<file path="src/shared/poll_cfg_pkg.sv">
// shared constants and types for the poll period and channel enable block
package poll_cfg_pkg;
	localparam int CHANNELS = 24;
	localparam int ADDR_W = 6;
	localparam int DATA_W = 24;

	// register offsets
	localparam logic [5:0] OFS_SETUP = 6'h1a;
	localparam logic [5:0] OFS_CHAN_EN = 6'h1b;

	// reset values
	localparam logic [23:0] SETUP_RESET = 24'h000000;
	localparam logic [23:0] CHAN_EN_RESET = 24'h000000;

	// setup field positions
	localparam int SOFT_RESET_BIT = 0;
	localparam int POLL_TIME_LSB = 1;
	localparam int POLL_TIME_W = 4;
	localparam int POLL_EN_BIT = 10;
	localparam int RUN_BIT = 11;

	// timing: one millisecond at 100 MHz (10 ns period)
	localparam int unsigned CLK_PERIOD_NS = 10;
	localparam int unsigned NS_PER_MS = 1000000;
	localparam int unsigned CYCLES_PER_MS = NS_PER_MS / CLK_PERIOD_NS;

	// poll periods in ms per selector code
	localparam int unsigned POLL_MS_0 = 2;
	localparam int unsigned POLL_MS_1 = 4;
	localparam int unsigned POLL_MS_2 = 8;
	localparam int unsigned POLL_MS_3 = 16;
	localparam int unsigned POLL_MS_4 = 32;
	localparam int unsigned POLL_MS_5 = 48;
	localparam int unsigned POLL_MS_6 = 64;
	localparam int unsigned POLL_MS_7 = 128;
	localparam int unsigned POLL_MS_8 = 256;
	localparam int unsigned POLL_MS_9 = 512;
	localparam int unsigned POLL_MS_A = 1024;
	localparam int unsigned POLL_MS_B = 2048;
	localparam int unsigned POLL_MS_C = 4096;
	localparam int unsigned POLL_MS_OTHER = 8;

	typedef enum logic [1:0] {
		SEQ_IDLE = 2'b00,
		SEQ_SCAN = 2'b01,
		SEQ_WAIT = 2'b10
	} seq_state_t;

	typedef struct packed {
		logic wr;
		logic rd;
		logic [5:0] addr;
		logic [23:0] wdata;
	} reg_req_t;

	function automatic int unsigned poll_ms(input logic [3:0] code);
		case (code)
			4'h0: poll_ms = POLL_MS_0;
			4'h1: poll_ms = POLL_MS_1;
			4'h2: poll_ms = POLL_MS_2;
			4'h3: poll_ms = POLL_MS_3;
			4'h4: poll_ms = POLL_MS_4;
			4'h5: poll_ms = POLL_MS_5;
			4'h6: poll_ms = POLL_MS_6;
			4'h7: poll_ms = POLL_MS_7;
			4'h8: poll_ms = POLL_MS_8;
			4'h9: poll_ms = POLL_MS_9;
			4'ha: poll_ms = POLL_MS_A;
			4'hb: poll_ms = POLL_MS_B;
			4'hc: poll_ms = POLL_MS_C;
			default: poll_ms = POLL_MS_OTHER;
		endcase
	endfunction : poll_ms
endpackage : poll_cfg_pkg

</file>
<file path="src/hdl/poll_period_and_channel_enable.sv">
// poll period selection, software reset and channel enable mask with polling sequencer
// Functional notes
// selector codes 0..C give 2..4096 ms periods; codes D..F give 8 ms
// writing one to setup bit 0 resets the configuration; zero does nothing
// channels with enable bit zero are skipped and never sampled
// channels with enable bit one are visited and sampled by the sequence
// enable mask is 24 bits, bit n controls channel n
// enable mask sits at offset 1b and resets to zero
// poll period used only when polling bit set, otherwise continuous scanning
// host clears run bit before reconfiguring, then sets it again
// software reset restores all registers; reset bit always reads zero
module poll_period_and_channel_enable #(
	parameter int unsigned CLKS_PER_MS = poll_cfg_pkg::CYCLES_PER_MS
) (
	input wire logic mclk, // 100 MHz clock
	input wire logic reset_n, // async power-on reset
	input wire poll_cfg_pkg::reg_req_t req, // decoded register access
	output logic [23:0] rdata, // read data, valid cycle after rd
	output logic [23:0] chan_active, // enable mask to the front end
	output logic sample_strobe, // one-cycle sample pulse
	output logic [4:0] sample_channel, // channel sampled with the pulse
	output logic polling_active // sequencer not idle
);
	// ==========================================================
	// register decode
	logic [23:0] setup;
	logic [23:0] chan_en;
	poll_cfg_pkg::seq_state_t state;
	logic [4:0] idx;
	logic [31:0] wait_cnt;

	wire hit_setup = req.addr == poll_cfg_pkg::OFS_SETUP;
	wire hit_chan = req.addr == poll_cfg_pkg::OFS_CHAN_EN;
	wire wr_setup = req.wr && hit_setup;
	wire wr_chan = req.wr && hit_chan;
	wire soft_reset = wr_setup && req.wdata[poll_cfg_pkg::SOFT_RESET_BIT];
	wire run = setup[poll_cfg_pkg::RUN_BIT];
	wire poll_en = setup[poll_cfg_pkg::POLL_EN_BIT];
	wire [3:0] poll_code = setup[poll_cfg_pkg::POLL_TIME_LSB +: poll_cfg_pkg::POLL_TIME_W];
	wire [31:0] period_cycles = 32'(poll_cfg_pkg::poll_ms(poll_code) * CLKS_PER_MS);
	wire [23:0] next_setup = {req.wdata[23:1], 1'b0};
	wire [23:0] read_mux = !req.rd ? rdata : hit_setup ? setup : hit_chan ? chan_en : 24'h000000;
	wire last_chan = idx == 5'(poll_cfg_pkg::CHANNELS - 1);
	wire take_sample = state == poll_cfg_pkg::SEQ_SCAN && chan_en[idx];
	wire [4:0] next_sample_channel = take_sample ? idx : sample_channel;

	// ==========================================================
	// registers
	always_ff @(posedge mclk or negedge reset_n) begin
		if (!reset_n) begin
			setup <= poll_cfg_pkg::SETUP_RESET;
			chan_en <= poll_cfg_pkg::CHAN_EN_RESET;
		end else if (soft_reset) begin
			setup <= poll_cfg_pkg::SETUP_RESET;
			chan_en <= poll_cfg_pkg::CHAN_EN_RESET;
		end else begin
			if (wr_setup) begin
				setup <= next_setup;
			end
			if (wr_chan) begin
				chan_en <= req.wdata;
			end
		end
	end

	always_ff @(posedge mclk or negedge reset_n) begin
		if (!reset_n) begin
			rdata <= 24'h000000;
			chan_active <= 24'h000000;
		end else begin
			rdata <= read_mux;
			chan_active <= chan_en;
		end
	end

	// ==========================================================
	// polling sequencer
	always_ff @(posedge mclk or negedge reset_n) begin
		if (!reset_n) begin
			state <= poll_cfg_pkg::SEQ_IDLE;
			idx <= 5'h00;
			wait_cnt <= 32'h00000000;
		end else if (!run) begin
			state <= poll_cfg_pkg::SEQ_IDLE;
			idx <= 5'h00;
			wait_cnt <= 32'h00000000;
		end else begin
			case (state)
				poll_cfg_pkg::SEQ_IDLE: begin
					state <= poll_cfg_pkg::SEQ_SCAN;
					idx <= 5'h00;
				end
				poll_cfg_pkg::SEQ_SCAN: begin
					if (last_chan) begin
						idx <= 5'h00;
						if (poll_en) begin
							state <= poll_cfg_pkg::SEQ_WAIT;
							wait_cnt <= period_cycles;
						end
					end else begin
						idx <= idx + 5'h01;
					end
				end
				poll_cfg_pkg::SEQ_WAIT: begin
					if (wait_cnt <= 32'h00000001) begin
						state <= poll_cfg_pkg::SEQ_SCAN;
						wait_cnt <= 32'h00000000;
					end else begin
						wait_cnt <= wait_cnt - 32'h00000001;
					end
				end
				default: begin
					state <= poll_cfg_pkg::SEQ_IDLE;
				end
			endcase
		end
	end

	always_ff @(posedge mclk or negedge reset_n) begin
		if (!reset_n) begin
			sample_strobe <= 1'b0;
			sample_channel <= 5'h00;
			polling_active <= 1'b0;
		end else begin
			sample_strobe <= take_sample;
			sample_channel <= next_sample_channel;
			polling_active <= run;
		end
	end

	// ==========================================================
	// assertion helpers
	// cycles spent in the poll wait, and the period loaded for it
	logic [31:0] gap_len;
	logic [31:0] gap_goal;
	always_ff @(posedge mclk or negedge reset_n) begin
		if (!reset_n) begin
			gap_len <= 32'h00000000;
			gap_goal <= 32'h00000000;
		end else if (state == poll_cfg_pkg::SEQ_WAIT) begin
			gap_len <= gap_len + 32'h00000001;
		end else begin
			gap_len <= 32'h00000000;
			gap_goal <= period_cycles;
		end
	end

	// ==========================================================
	// assertions
	chk_period_load: assert property (@(posedge mclk) disable iff (!reset_n)
		(run && state == poll_cfg_pkg::SEQ_SCAN && last_chan && poll_en && !soft_reset)
		|=> (state == poll_cfg_pkg::SEQ_WAIT && wait_cnt == 32'(poll_cfg_pkg::poll_ms($past(poll_code)) * CLKS_PER_MS)))
		else $error("poll period not loaded from selector");
	chk_soft_reset: assert property (@(posedge mclk) disable iff (!reset_n)
		soft_reset |=> (setup == poll_cfg_pkg::SETUP_RESET && chan_en == poll_cfg_pkg::CHAN_EN_RESET))
		else $error("software reset did not restore registers");
	chk_zero_noreset: assert property (@(posedge mclk) disable iff (!reset_n)
		(wr_setup && !req.wdata[0]) |=> setup == {$past(req.wdata[23:1]), 1'b0})
		else $error("setup write with bit 0 clear misbehaved");
	chk_skip_disabled: assert property (@(posedge mclk) disable iff (!reset_n)
		(state == poll_cfg_pkg::SEQ_SCAN && !chan_en[idx]) |=> !sample_strobe)
		else $error("disabled channel sampled");
	chk_visit_enabled: assert property (@(posedge mclk) disable iff (!reset_n)
		(state == poll_cfg_pkg::SEQ_SCAN && chan_en[idx]) |=> (sample_strobe && sample_channel == $past(idx)))
		else $error("enabled channel not sampled");
	chk_mask_write: assert property (@(posedge mclk) disable iff (!reset_n)
		(wr_chan && !soft_reset) |=> ##1 chan_active == $past(req.wdata, 2))
		else $error("enable mask not stored bit for bit");
	chk_mask_read: assert property (@(posedge mclk) disable iff (!reset_n)
		(req.rd && req.addr == 6'h1b) |=> rdata == $past(chan_en))
		else $error("enable mask read at wrong offset");
	chk_continuous: assert property (@(posedge mclk) disable iff (!reset_n)
		(run && state == poll_cfg_pkg::SEQ_SCAN && last_chan && !poll_en && !soft_reset)
		|=> (state == poll_cfg_pkg::SEQ_SCAN && idx == 5'h00))
		else $error("continuous mode did not rescan at once");
	chk_reset_bit_zero: assert property (@(posedge mclk) disable iff (!reset_n)
		(req.rd && hit_setup) |=> !rdata[0])
		else $error("reset request bit read back as one");
	chk_code_other: assert property (@(posedge mclk) disable iff (!reset_n)
		(poll_code > 4'hc) |-> period_cycles == 32'(poll_cfg_pkg::POLL_MS_OTHER * CLKS_PER_MS))
		else $error("upper selector code not given the default period");
	chk_wait_count: assert property (@(posedge mclk) disable iff (!reset_n)
		(run && state == poll_cfg_pkg::SEQ_WAIT && wait_cnt > 32'h00000001)
		|=> (state == poll_cfg_pkg::SEQ_WAIT && wait_cnt == $past(wait_cnt) - 32'h00000001))
		else $error("poll wait counter did not step down");
	chk_wait_exit: assert property (@(posedge mclk) disable iff (!reset_n)
		(run && state == poll_cfg_pkg::SEQ_WAIT && wait_cnt <= 32'h00000001)
		|=> (state == poll_cfg_pkg::SEQ_SCAN && idx == 5'h00))
		else $error("scan did not restart after the poll wait");
	chk_wait_span: assert property (@(posedge mclk) disable iff (!reset_n)
		(run && state == poll_cfg_pkg::SEQ_WAIT && wait_cnt <= 32'h00000001)
		|-> gap_len == gap_goal - 32'h00000001)
		else $error("poll wait length differs from the selected period");
	chk_idle_start: assert property (@(posedge mclk) disable iff (!reset_n)
		(run && state == poll_cfg_pkg::SEQ_IDLE) |=> (state == poll_cfg_pkg::SEQ_SCAN && idx == 5'h00))
		else $error("sequence did not start at channel 0");
	chk_scan_step: assert property (@(posedge mclk) disable iff (!reset_n)
		(run && state == poll_cfg_pkg::SEQ_SCAN && !last_chan)
		|=> (state == poll_cfg_pkg::SEQ_SCAN && idx == $past(idx) + 5'h01))
		else $error("scan skipped or repeated a channel slot");
	chk_idx_range: assert property (@(posedge mclk) disable iff (!reset_n)
		idx <= 5'h17)
		else $error("channel index left the channel range");
	chk_idle_quiet: assert property (@(posedge mclk) disable iff (!reset_n)
		(state != poll_cfg_pkg::SEQ_SCAN) |=> !sample_strobe)
		else $error("channel sampled outside a scan");
	chk_strobe_mask: assert property (@(posedge mclk) disable iff (!reset_n)
		sample_strobe |-> chan_active[sample_channel])
		else $error("sample taken on a masked channel");
	chk_mask_hold: assert property (@(posedge mclk) disable iff (!reset_n)
		(!wr_chan && !soft_reset) |=> chan_en == $past(chan_en))
		else $error("enable mask changed without a write");
	chk_setup_hold: assert property (@(posedge mclk) disable iff (!reset_n)
		!wr_setup |=> setup == $past(setup))
		else $error("setup changed without a write");
	chk_unmapped_read: assert property (@(posedge mclk) disable iff (!reset_n)
		(req.rd && !hit_setup && !hit_chan) |=> rdata == 24'h000000)
		else $error("unmapped read returned data");
	chk_rdata_hold: assert property (@(posedge mclk) disable iff (!reset_n)
		!req.rd |=> rdata == $past(rdata))
		else $error("read data changed without a read");
	chk_soft_stop: assert property (@(posedge mclk) disable iff (!reset_n)
		soft_reset |=> ##1 (state == poll_cfg_pkg::SEQ_IDLE && !polling_active))
		else $error("software reset left the sequencer running");
endmodule : poll_period_and_channel_enable

</file>
<file path="config.mk">
export PLATFORM = sky130hd
export DESIGN_NAME = poll_period_and_channel_enable
export DESIGN_NICKNAME = d
export VERILOG_FILES = /design/src/shared/poll_cfg_pkg.sv /design/src/hdl/poll_period_and_channel_enable.sv
export SDC_FILE = /design/constraint.sdc
export NUM_CORES = 1
export LEC_CHECK = 0
export BUFFER_PORTS_ARGS = -buffer_cell sky130_fd_sc_hd__buf_2
export CORE_MARGIN = 4
export CORE_UTILIZATION = 25
export DETAILED_ROUTE_END_ITERATION = 8
export SYNTH_ARGS = -nofsm -noshare
export SYNTH_HDL_FRONTEND = slang
export SYNTH_SLANG_ARGS = --single-unit
</file>
<file path="constraint.sdc">
create_clock -name mclk -period 6.9 [get_ports mclk]
set_clock_uncertainty 0.2 [all_clocks]
set_input_delay 0 -clock mclk [delete_from_list [all_inputs] [get_ports mclk]]
set_output_delay 0 -clock mclk [all_outputs]
set_load 0.005 [all_outputs]
</file>
==> reports/qor.yml <==
outcome: "complete, but fails checks"
violations: "hold timing"
fin_area_um2: 10910
ys_dominant_reg_cell: "dfrtp_1"
gr-usage-met2_pct: 20.05
synthTopCellsByArea: "dfrtp_1 (39%), ha_1 (13%), nand2_1 (5.3%)"
crit_arrival_ns: 6.29
clkPwrFrac_pct: 38.2
avgSynthCellArea_um2: 9.371
min_path_type: "in2async"
ys_ff_latch: 141
swShare_pct: 32.29
start_util_pct: 25.48
power_frac_seq_pct: 38.1
use_met3_pct: 1.948
vias: 7395
hold_ws_ns: -0.006344
final_layout_size_suffix_gt1_share_pct: 13.55
final_common_cell: "dfrtp_1"
io_pins: 89
dieArea_um2: 39550
drc: 0
cp.required_ns: 7.00
grt.busiest_layer: "met2"
grt_pass1_vias: 7340
drt_wl_total_um: 24860
clk_pin_slew_ns: 0.07
worstSetupStartpointType: "register"
power.leakage_nw: 5.533
max_slew_margin_pct: 25.69
yosysWarnings: 0
grt_pass1_wl_um: 40200
hpwl_um: 17810
min_period_ns: 6.185
drtPass1Iterations: 5
worst-setup-path-type: "reg2reg"
powerDensity_nw_per_um2: 225.9
post_cts_buffers: 0
setup_tns_ns: 0
synthesis.area_um2: 9109
cp_max_fo: 10
grt_max_degree: 91
via_per_inst: 4.780
gr-usage-all-layers_pct: 12.60
synth_cell_types: 66
vdd_drop_max_mv: 0.1647
post_dp_cell_area_um2: 10020
synth_area_leader_cell: "dfrtp_1"
p_sw_mw: 0.7957
synth_seq_area_share_pct: 38.74
cts_buffers: 17
cts_tree: "done"
cts.htree.levels: 4
portBuffers: 88
ant_nets: 0
place.gp.congestion: 0.8812
finalCritPeriodShare_pct: 89.63
die_w_um: 198.9
hold_viol: 3
maxCapViolCount: 0
syn_inst: 972
die_y_um: 198.9
area_delta_synth_final_pct: 19.75
synth_top_area_share_pct: 38.74
grtUsageMet1_pct: 17.80
cts-resized-gates: 0
drv_slew: 0
clock.fmax_mhz: 161.7
wl_per_cell_um: 16.07
final_nets: 1226
overflow: 0
pwr-share-comb_pct: 23.8
clk_latency_ns: 0.43
synth_edf_count: 0
clockRootBuffer: "clkbuf_16"
rows: 69
finalSetupViolCount: 0
clock_path_buffers: 2
drt_iter0_markers: 488
end_kind: "register"
p_int_mw: 1.668
grt_antenna_before_repair: 0
final_cell_mix: "dfrtp_1 (141), nand2_1 (129), inv_1 (95), ha_1 (95), buf_2 (87)"
cts_sinks: 141
max_slew.worst_pin.slew_ns: 1.112
core_um2: 35740
async_reset_ff_share_pct: 100.0
rsz0062_at_grt: "no"
[state kept, by name, summed over array words and instances, names as in the netlist]
signal          count
polling_active      1
sample_channel      5
rdata              24
state               2
wait_cnt           32
idx                 5
setup              23
chan_en            24
chan_active        24
sample_strobe       1
[power groups by stage]
| stage | Combinational [mW] | Sequential [mW] | Clock [mW] |
|---|---|---|---|
| 2_1_floorplan | 0.398 | 0.931 | 0 |
| 3_3_place_gp | 0.560 | 0.951 | 0 |
| 3_5_place_dp | 0.566 | 0.952 | 0 |
| 4_1_cts | 0.585 | 0.937 | 0.956 |
| 5_1_grt | 0.657 | 0.946 | 0.985 |
| 6_report | 0.585 | 0.938 | 0.940 |
[through the flow]
step	hold WS [ns]	worst slack (ns)	total power, mW	cells	util [%]
after floorplan	-0.4956	1.299	1.330	973	-
after global placement	-0.06324	0.9751	1.511	1486	28.05
after detailed placement	-0.07367	0.8108	1.518	1486	28.05
after CTS	0.02572	0.7600	2.478	1546	30.51
after global routing	0.06476	0.2941	2.589	1546	30.51
final	-0.006344	0.7153	2.464	1547	30.52
[layout make-up]
type | count | area (µm²)
clock buffers | 20 | 456.7
multi-input cells | 691 | 5049
inverters | 97 | 364.1
flip-flops and latches | 141 | 3528
fillers | 3720 | 24830
clock inverters | 11 | 133.9
well taps | 461 | 576.8
diodes | 1 | 2.502
repair buffers | 125 | 797.0
[Yosys cell counts, drive strengths merged (5+ instances only)]
| cell type | count |
|---|---|
| fa | 24 |
| mux4 | 6 |
| a22oi | 9 |
| xnor2 | 20 |
| mux2i | 26 |
| or4 | 8 |
| nand3 | 11 |
| dfrtp | 141 |
| clkbuf | 36 |
| a31oi | 10 |
| ha | 95 |
| nor2b | 5 |
| or3 | 7 |
| nor2 | 58 |
| buf | 8 |
| nand2b | 8 |
| nor4 | 11 |
| a21oi | 59 |
| o22ai | 32 |
| nand2 | 129 |
| xor2 | 11 |
| o21ai | 61 |
| nor3 | 22 |
| inv | 96 |
| a21o | 15 |
[metal layers]
layer / vias up / wire length (µm)
li1: 3588 / -
met1: 3623 / 11780
met2: 159 / 11830
met3: 25 / 861
met4: 0 / 382
met5: - / 0
[final timing paths]
path	endpoint	slack (ns)	cells after the start	startpoint
setup / recovery	wait_cnt[24]$_DFFE_PN0P_	0.72	20	setup[1]$_DFFE_PN0P_
hold / removal	sample_strobe$_DFF_PN0_	-0.006	2	reset_n
setup reg to reg	wait_cnt[24]$_DFFE_PN0P_	0.72	20	setup[1]$_DFFE_PN0P_
hold reg to reg	chan_active[13]$_DFF_PN0_	0.24	0	chan_en[13]$_DFFE_PN0P_
max in group asynchronous	setup[9]$_DFFE_PN0P_	5.29	3	reset_n
min in group mclk	rdata[0]$_DFFE_PN0P_	0.06	3	req[24]
[critical path: stages (launching register included)]
cell and delay (ns):
dfrtp_1 0.48, nand2b_1 0.22, or3_1 0.31, o21ai_0 0.27
ha_1 0.41, xor2_1 0.34, xor2_1 0.18, ha_1 0.26
fa_1 0.54, inv_1 0.05, fa_1 0.52, inv_1 0.04
ha_1 0.37, o21a_1 0.14, nor2_1 0.15, nor4b_1 0.09
o41ai_1 0.75, nand2b_1 0.11, a21oi_1 0.20, xnor2_1 0.09
a221o_1 0.32
[what timing repair did]
| item | 4_1_cts | 5_1_grt |
|---|---|---|
| setup endpoints to repair | 0 | 0 |
| hold buffers | 29 | 0 |
| endpoints found under the hold margin | 159 | 0 |
[cells by family (layout without fill, tap and decap cells)]
kind of cell / after synthesis / after routing / synth area share (%)
other cells: 1 / 3 / 0.04117
simple gates: 279 / 279 / 14.24
buf+inv: 141 / 253 / 5.906
xor+xnor: 31 / 31 / 2.981
compound gates: 224 / 224 / 14.93
flops: 141 / 141 / 38.74
fa+ha+maj: 119 / 119 / 18.32
mux: 36 / 36 / 4.835
Power figures use the tool's default switching activity.
